## config.mk

```make
export PLATFORM = sky130hd
export DESIGN_NAME = ewp_protect_ctrl
export DESIGN_NICKNAME = d
export VERILOG_FILES = /design/src/shared/ewp_pkg.sv /design/src/rtl/ewp_protect_ctrl.sv
export SDC_FILE = /design/constraint.sdc
export NUM_CORES = 1
export LEC_CHECK = 0
export BUFFER_PORTS_ARGS = -buffer_cell sky130_fd_sc_hd__buf_2
export CAP_MARGIN = 5
export CORE_UTILIZATION = 45
export DETAILED_ROUTE_END_ITERATION = 10
export PLACE_DENSITY = 0.73
export SLEW_MARGIN = 20
export SYNTH_ARGS = -nofsm -noshare
export SYNTH_HDL_FRONTEND = slang
export SYNTH_SLANG_ARGS = --single-unit
export TNS_END_PERCENT = 5
```

## constraint.sdc

```tcl
create_clock -name pclk -period 2.1 [get_ports pclk]
set_input_delay 0.105 -clock pclk [delete_from_list [all_inputs] [get_ports pclk]]
set_output_delay 0.105 -clock pclk [all_outputs]
set_load 0.02 [all_outputs]
```

## src/shared/ewp_pkg.sv

```systemverilog
// shared package: register map, fields, timing and state of the protect logic
package ewp_pkg;

    // register byte offsets on the apb bus
    localparam logic [7:0] EWP_CMD_OFS = 8'h00;   // command word, write starts
    localparam logic [7:0] EWP_STS_OFS = 8'h04;   // decision and flag status

    // command register fields
    localparam int EWP_CTL_LSB  = 0;              // control byte, bits 7:0
    localparam int EWP_ADDR_LSB = 8;              // word address, bits 15:8

    // status register bit positions
    localparam int EWP_STS_ACK   = 0;             // last command acknowledged
    localparam int EWP_STS_STORE = 1;             // last write may be stored
    localparam int EWP_STS_PERM  = 2;             // permanent flag
    localparam int EWP_STS_REV   = 3;             // reversible flag
    localparam int EWP_STS_BUSY  = 4;             // write cycle running
    localparam int EWP_STS_DONE  = 5;             // decision valid

    // control byte preambles and selector fields
    localparam logic [3:0] EWP_PRE_ARRAY   = 4'hA; // array access
    localparam logic [3:0] EWP_PRE_PROTECT = 4'h6; // protect flag commands
    localparam logic [2:0] EWP_SEL_SET_REV = 3'h1; // set / query reversible
    localparam logic [2:0] EWP_SEL_CLR_REV = 3'h3; // clear reversible

    // internal write cycle time
    localparam int EWP_TWR_NS = 5000000;          // self-timed write, 5 ms
    localparam int EWP_CLK_NS = 4;                // pclk period
    localparam int EWP_TWR_CYCLES =
        (EWP_TWR_NS + EWP_CLK_NS - 1) / EWP_CLK_NS;
    localparam int EWP_TMR_W = 21;                // holds 1,250,000

    // reset values
    localparam logic [31:0] EWP_RD_ZERO = 32'h0000_0000;

    typedef logic [EWP_TMR_W-1:0] ewp_tmr_t;

    // sequencer states, gray along idle, eval, wait
    typedef enum logic [1:0] {
        EWP_IDLE = 2'b00,
        EWP_EVAL = 2'b01,
        EWP_WAIT = 2'b11
    } ewp_fsm_t;

    // whole state of the block
    typedef struct packed {
        ewp_fsm_t    fsm;                         // sequencer
        ewp_tmr_t    timer;                       // write cycle countdown
        logic [7:0]  ctl;                         // latched control byte
        logic [7:0]  waddr;                       // latched word address
        logic        perm;                        // permanent protect flag
        logic        rev;                         // reversible protect flag
        logic        ack;                         // acknowledge decision
        logic        store;                       // data may be stored
        logic        done;                        // decision valid
        logic        pready;                      // apb ready
        logic        pslverr;                     // apb error
        logic [31:0] prdata;                      // apb read data
    } ewp_state_t;

endpackage

```

## src/rtl/ewp_protect_ctrl.sv

```systemverilog
// write-protect decision logic for a two-wire eeprom, apb controlled
//
// Operation
// RL1 - any flag set: writes store 80h-FFh only
// RL2 - no flags: array write acked, full array
// RL3 - permanent query: nack if set, else ack
// RL4 - reversible query: nack if set, else ack
// RL5 - set permanent nacked when already set
// RL6 - pin low: set permanent acked, flag sets
// RL7 - set reversible nacked when already set
// RL8 - pin low: set reversible acked, flag sets
// RL9 - permanent set: clear reversible nacked
// RL10 - pin low, permanent clear: clear reversible
// RL11 - pin high: array writes acked, none stored
// RL12 - pin high: set commands acked, no effect
// RL13 - pin high: clear reversible acked, no effect
// RL14 - array reads always acked; here nacked while a write cycle runs
// RL15 - blocked write still runs write cycle
// RL16 - protect commands use preamble 0110
// RL17 - reversible set 62h, clear 66h, high voltage
// RL18 - query uses set byte with read bit
// RL19 - flags guard only locations 00h-7Fh
//
// The register offsets and the APB register port are this design's own decisions.
`timescale 1ns/1ps

module ewp_protect_ctrl #(
    // write cycle length in pclk cycles, shorten for simulation
    parameter int       WRITE_CYCLES = ewp_pkg::EWP_TWR_CYCLES,
    // flag image loaded at reset, stands in for the nonvolatile cells
    parameter bit       PERM_INIT    = 1'b0,
    parameter bit       REV_INIT     = 1'b0
) (
    input  wire logic        pclk,
    input  wire logic        presetn,
    input  wire logic        psel,
    input  wire logic        penable,
    input  wire logic        pwrite,
    input  wire logic [7:0]  paddr,
    input  wire logic [31:0] pwdata,
    output logic [31:0]      prdata,
    output logic             pready,
    output logic             pslverr,
    input  wire logic        write_protect_pin,
    input  wire logic        addr_select_bit0,
    input  wire logic        addr_select_bit1,
    input  wire logic        addr_select_bit2,
    input  wire logic        high_voltage_level,
    output logic             cmd_ack,
    output logic             cmd_store,
    output logic             cmd_done,
    output logic             write_busy,
    output logic             permanent_protect_flag,
    output logic             reversible_protect_flag
);

    // registered state and its next value
    ewp_pkg::ewp_state_t st_reg;      // all flip-flops of the block
    ewp_pkg::ewp_state_t st_next;     // combinational copy

    // bus decode
    logic       access;               // access phase of a transfer
    logic       hit_cmd;              // command register addressed
    logic       hit_sts;              // status register addressed
    logic       take_wr;              // write completes this edge
    logic [31:0] rd_mux;              // read data before the flop

    // command decode
    logic [3:0] preamble;             // upper nibble of control byte
    logic [2:0] sel;                  // bits 3:1 of control byte
    logic       rd_bit;               // read/write bit
    logic [2:0] pins;                 // address select pin levels
    logic       is_array;             // array read or write
    logic       is_rev_set;           // set or query reversible
    logic       is_rev_clr;           // clear reversible
    logic       is_perm;              // set or query permanent
    logic       busy;                 // write cycle still running
    logic       any_flag;             // lower half guarded by software

    // bus decode and read mux
    always_comb begin
        access  = psel & penable;
        hit_cmd = (paddr == ewp_pkg::EWP_CMD_OFS);
        hit_sts = (paddr == ewp_pkg::EWP_STS_OFS);
        // a write takes effect only on the edge that sees pready high
        take_wr = access & st_reg.pready & pwrite & hit_cmd;
        rd_mux  = ewp_pkg::EWP_RD_ZERO;
        if (hit_cmd) begin
            rd_mux[ewp_pkg::EWP_CTL_LSB  +: 8] = st_reg.ctl;
            rd_mux[ewp_pkg::EWP_ADDR_LSB +: 8] = st_reg.waddr;
        end else if (hit_sts) begin
            rd_mux[ewp_pkg::EWP_STS_ACK]   = st_reg.ack;
            rd_mux[ewp_pkg::EWP_STS_STORE] = st_reg.store;
            rd_mux[ewp_pkg::EWP_STS_PERM]  = st_reg.perm;
            rd_mux[ewp_pkg::EWP_STS_REV]   = st_reg.rev;
            rd_mux[ewp_pkg::EWP_STS_BUSY]  = busy;
            rd_mux[ewp_pkg::EWP_STS_DONE]  = st_reg.done;
        end
    end

    // control byte decode against the pin levels
    always_comb begin
        preamble = st_reg.ctl[7:4];
        sel      = st_reg.ctl[3:1];
        rd_bit   = st_reg.ctl[0];
        pins     = {addr_select_bit2, addr_select_bit1, addr_select_bit0};
        busy     = (st_reg.timer != '0);
        any_flag = st_reg.perm | st_reg.rev;
        is_array = (preamble == ewp_pkg::EWP_PRE_ARRAY);
        // reversible commands need bit0 pin at high voltage
        is_rev_set = (preamble == ewp_pkg::EWP_PRE_PROTECT) // RL16
                   & high_voltage_level                    // RL17
                   & (sel == ewp_pkg::EWP_SEL_SET_REV)
                   & ~addr_select_bit2 & ~addr_select_bit1;
        // clear has no read form; the read bit must be low
        is_rev_clr = (preamble == ewp_pkg::EWP_PRE_PROTECT) // RL16
                   & high_voltage_level                    // RL17
                   & (sel == ewp_pkg::EWP_SEL_CLR_REV)
                   & ~addr_select_bit2 & addr_select_bit1
                   & ~rd_bit;
        // permanent commands match the plain pin strapping
        is_perm = (preamble == ewp_pkg::EWP_PRE_PROTECT)    // RL16
                & ~high_voltage_level
                & (sel == pins);
    end

    // next state: bus answer, sequencer, decision and flag update
    always_comb begin
        st_next = st_reg;

        // ready is a single-cycle answer one edge into the access
        st_next.pready  = 1'b0;
        st_next.pslverr = 1'b0;
        if (access & ~st_reg.pready) begin
            st_next.pready  = 1'b1;
            // unmapped offsets answer with an error and zero data
            st_next.pslverr = ~(hit_cmd | hit_sts);
            st_next.prdata  = rd_mux;
        end

        // write cycle countdown runs in every state
        if (busy) begin
            st_next.timer = st_reg.timer - 1'b1;
        end

        case (st_reg.fsm)
            ewp_pkg::EWP_IDLE: begin
                // nothing pending
            end
            ewp_pkg::EWP_EVAL: begin
                st_next.done  = 1'b1;
                st_next.ack   = 1'b0;
                st_next.store = 1'b0;
                if (busy) begin
                    // inputs are disabled while writing: no answer
                    st_next.ack = 1'b0;
                end else if (is_array) begin
                    st_next.ack = 1'b1;                       // RL14 RL2
                    if (~rd_bit) begin
                        // pin high guards all, flags the lower half
                        st_next.store = ~write_protect_pin    // RL11
                            & (~any_flag                      // RL2
                               | st_reg.waddr[7]);            // RL1 RL19
                    end
                end else if (is_rev_set) begin
                    // query and set share one byte, read bit apart
                    st_next.ack = ~st_reg.rev;            // RL4 RL7 RL18
                    if (~rd_bit & ~st_reg.rev & ~write_protect_pin) begin
                        st_next.rev = 1'b1;                   // RL8 RL12
                    end
                end else if (is_rev_clr) begin
                    st_next.ack = ~st_reg.perm;               // RL9
                    if (~st_reg.perm & ~write_protect_pin) begin
                        st_next.rev = 1'b0;                   // RL10 RL13
                    end
                end else if (is_perm) begin
                    st_next.ack = ~st_reg.perm;           // RL3 RL5 RL18
                    // address and data are don't-care; never cleared
                    if (~rd_bit & ~st_reg.perm & ~write_protect_pin) begin
                        st_next.perm = 1'b1;                  // RL6 RL12
                    end
                end
                // any acked write starts the timed cycle, stored or not
                if (~busy & ~rd_bit & (is_array | is_rev_set
                        | is_rev_clr | is_perm)
                        & st_next.ack) begin
                    st_next.timer = ewp_pkg::ewp_tmr_t'(WRITE_CYCLES); // RL15
                    st_next.fsm   = ewp_pkg::EWP_WAIT;
                end else if (busy) begin
                    st_next.fsm = ewp_pkg::EWP_WAIT;
                end else begin
                    st_next.fsm = ewp_pkg::EWP_IDLE;
                end
            end
            ewp_pkg::EWP_WAIT: begin
                // leave once the countdown is about to expire
                if (st_reg.timer <= ewp_pkg::ewp_tmr_t'(1)) begin
                    st_next.fsm = ewp_pkg::EWP_IDLE;
                end
            end
            default: begin
                st_next.fsm = ewp_pkg::EWP_IDLE;
            end
        endcase

        // a new command wins over any state; evaluated next cycle
        if (take_wr) begin
            st_next.ctl   = pwdata[ewp_pkg::EWP_CTL_LSB  +: 8];
            st_next.waddr = pwdata[ewp_pkg::EWP_ADDR_LSB +: 8];
            st_next.done  = 1'b0;
            st_next.fsm   = ewp_pkg::EWP_EVAL;
        end
    end

    // state register; flags reload the stored image on reset
    always_ff @(posedge pclk or negedge presetn) begin
        if (!presetn) begin
            st_reg         <= '0;
            st_reg.fsm     <= ewp_pkg::EWP_IDLE;
            st_reg.perm    <= PERM_INIT;
            st_reg.rev     <= REV_INIT;
        end else begin
            st_reg <= st_next;
        end
    end

    // outputs straight from the state flops; write_busy decodes the sequencer state
    assign prdata                  = st_reg.prdata;
    assign pready                  = st_reg.pready;
    assign pslverr                 = st_reg.pslverr;
    assign cmd_ack                 = st_reg.ack;
    assign cmd_store               = st_reg.store;
    assign cmd_done                = st_reg.done;
    assign write_busy              = (st_reg.fsm == ewp_pkg::EWP_WAIT);
    assign permanent_protect_flag  = st_reg.perm;
    assign reversible_protect_flag = st_reg.rev;

endmodule // ewp_protect_ctrl

```

==> results.sh <==
export IMPL_hp_class="input port to flop"
export IMPL_numCtsBuffers=9
export IMPL_area_growth_syn_to_layout_pct=33.9
export IMPL_routabilityCongestion=0.947
export IMPL_htreeDepth=3
export IMPL_synth_edff_count=0
export IMPL_p_total_mw=2.57
export IMPL_internal_power_mw=1.96
export IMPL_synthFlopType="dfrtp_1"
export IMPL_routed_via_density=5.11
export IMPL_dp_hpwl_um=5090
export IMPL_drc=0
export IMPL_drtAntennaViolNets=0
export IMPL_r2r_cells=7
export IMPL_pre_cts_ws_ns=-0.156
export IMPL_synth_seq_cells=62
export IMPL_core_area_sq_mm=0.00679
export IMPL_combPwrFrac=0.081
export IMPL_finalWirelength_um=7340
export IMPL_synth_top_cell_area_share=0.491
export IMPL_yosysUniqueCellTypes=48
export IMPL_num_io_pins=90
export IMPL_worstPathCellList="or4bb_1, nor4_2, buf_4, o2111ai_2, o32a_4, buf_6, nand3b_1"
export IMPL_first_pass_iters=4
export IMPL_rows=30
export IMPL_path_max_fanout=6
export IMPL_status="finished with violations"
export IMPL_dieArea_sq_mm=0.00736
export IMPL_ys_top_cells_by_area="dfrtp_1 (49%), buf_4 (7.6%), mux2_2 (5.7%), a22o_1 (2.8%), xnor2_1 (2.5%)"
export IMPL_finalWorstSetupSlack_ns=-0.00449
export IMPL_fin_crit_ns=2.10
export IMPL_path_class="flop to flop"
export IMPL_critPathLaunch="sel[2]$_DFFE_PN0P_"
export IMPL_p_seq_frac=0.475
export IMPL_cts_tree="built"
export IMPL_crit_path_end="st_reg[64]$_DFF_PN0_"
export IMPL_die_x_um=85.8
export IMPL_first_iter_violations=102
export IMPL_synth_avg_cell_area_sq_um=10.7
export IMPL_arrival_ns=2.38
export IMPL_setup_viol=2
export IMPL_failed_checks="setup timing"
export IMPL_p_leak_nw=2.07
export IMPL_layout_common_cells="dfrtp_1 (62), buf_2 (58), buf_4 (47)"
export IMPL_clockRootBuffer="clkbuf_8"
export IMPL_rsz0062_at_grt="true"
export IMPL_clockBufferDepth=2
export IMPL_synthArstFlopShare=1.00
export IMPL_final_common_cell="dfrtp_1"
export IMPL_synth_warnings=0
export IMPL_largest_register_ffs=31
export IMPL_reg2reg_from="sel[2]$_DFFE_PN0P_"
export IMPL_relSlewSlack=0.457
export IMPL_design_area_sq_mm=0.00423
export IMPL_ff2ff_setup_slack_ns=-0.004
export IMPL_hold_ws_ns=0.00663
export IMPL_cp_start_kind="flop"
export IMPL_initial_utilization=0.465
export IMPL_timing_final_crit_share=1.00
export IMPL_ir_drop_v=0.000412
export IMPL_postSynthCellCount=296
export IMPL_wl_per_cell_um=14.5
export IMPL_clock_sinks=62
export IMPL_switchingPower_mw=0.612
export IMPL_p_clk_frac=0.443
export IMPL_grt_ovfl_total=0
export IMPL_yosys_area_top_type="dfrtp_1"
export IMPL_layout_nets=457
export IMPL_first_global_vias=2578
export IMPL_drive_gt1_frac=0.411
export IMPL_critPathSlowestCell="or4bb_1"
export IMPL_holdCritStartpoint="pwdata[15]"
export IMPL_place_area_sq_mm=0.00368
export IMPL_p_sw_frac=0.238
export IMPL_clock_latency_ns=0.34
export IMPL_ys_seq_area_frac=0.491
export IMPL_track_usage=0.212
export IMPL_worstMarginPinSlew_ns=0.815
export IMPL_maxCapViolCount=0
export IMPL_clk_pin_slew_ns=0.07
export IMPL_nFillCells=584
export IMPL_worst_setup_path_end_kind="flop"
export IMPL_r2r_end="st_reg[64]$_DFF_PN0_"
export IMPL_port_buffers=57
export IMPL_skew_ns=0.00678
export IMPL_fmax_mhz=475
export IMPL_cpPeakStageDelay_ns=0.57
export IMPL_grt_pass1_wl_um=11900
export IMPL_finalHoldViolCount=0
export IMPL_via_count=2582
export IMPL_synth_area_sq_mm=0.00316
export IMPL_antenna_found_initial=0
export IMPL_drv_slew=0
export IMPL_power_density_mw_per_mm2=608
export IMPL_grt_start_max_net_pins=38
export IMPL_die_h_um=85.8
export IMPL_critical_path_required_ns=2.38
export IMPL_diodes=0
export IMPL_fin_util=0.623
synthesized netlist by cell type (2+ instances only):
master,count
dfrtp_1,62
buf_4,32
nand2_1,20
nor2_1,20
mux2_2,16
o21ai_0,12
a22o_1,10
inv_1,9
xnor2_1,9
xor2_1,9
clkbuf_1,8
nor3_1,7
mux2i_1,6
nand3_1,6
nor4_1,6
or4_1,6
nand4_1,5
o211ai_1,4
or2_2,4
a21boi_0,3
ha_1,3
nand2b_1,3
nor3b_1,3
o31ai_1,3
or4bb_1,3
a21oi_1,2
a31oi_1,2
and2_1,2
or3_1,2
critical path, delay by kind of cell, from the launching register on:
kind | cells | cell delay, ns
compound gates | 2 | 0.48
flops | 1 | 0.37
buf+inv | 2 | 0.31
simple gates | 3 | 0.88
timing repair:
item | CTS | global route
gates resized for setup | 8 | 24
endpoints found under the hold margin | 49 | 0
pin swaps | 8 | 16
endpoints found under the setup margin | 22 | 24
hold buffers | 16 | 0
setup buffers | 1 | 3
gates cloned | 0 | 1
worst min-delay path by stage:
stage                                   endpoint  cells past startpoint
after global placement         pslverr$_DFF_PN0_                      1
after floorplan              cmd_ack$_DFFE_PN0N_                      0
final                     st_reg[46]$_DFFE_PN0P_                      2
after detailed placement       pslverr$_DFF_PN0_                      1
after CTS                 st_reg[46]$_DFFE_PN0P_                      2
after global routing      st_reg[46]$_DFFE_PN0P_                      2
metal layers:
metal	up-vias	GRT usage	share of wire
li1	1223	-	-
met1	1264	0.258	0.43
met2	77	0.356	0.50
met3	18	0.0491	0.040
met4	0	0.100	0.023
met5	-	0	0
cell type report:
| class | instances | area [sq um] | share of cell area |
|---|---|---|---|
| clock buffer | 10 | 128 | 0.0302 |
| sequential | 62 | 1550 | 0.367 |
| tap | 96 | 120 | 0.0284 |
| inverter | 9 | 33.8 | 0.00799 |
| timing repair buffer | 124 | 837 | 0.198 |
| clock inverter | 6 | 86.3 | 0.0204 |
| multi-input combinational | 198 | 1470 | 0.348 |
power by group through the flow:
stage / Sequential [mW] / Combinational (mW) / Clock [mW]
after floorplan: 1.24 / 0.114 / 0
after global placement: 1.24 / 0.180 / 0
after detailed placement: 1.24 / 0.183 / 0
after CTS: 1.22 / 0.209 / 1.15
after global routing: 1.23 / 0.230 / 1.20
final: 1.22 / 0.209 / 1.14
logic make-up after synthesis:
group,count (synthesis),synth area share
flip-flops,62,0.491
multiplexers,22,0.0760
AO/OA/AOI/OAI,47,0.109
other,1,0.00119
adder cells (fa/ha/maj),3,0.0119
XOR/XNOR,18,0.0499
buffers and inverters,51,0.101
AND/OR/NAND/NOR,92,0.160
stage by stage:
stage / TNS, ns / std cells
4_1_cts: -0.765 / 501
6_report: -0.00595 / 505
3_3_place_gp: -0.842 / 468
2_1_floorplan: -0.563 / 311
5_1_grt: -0.736 / 505
3_5_place_dp: -1.79 / 468
(Power assumes the default switching activity.)
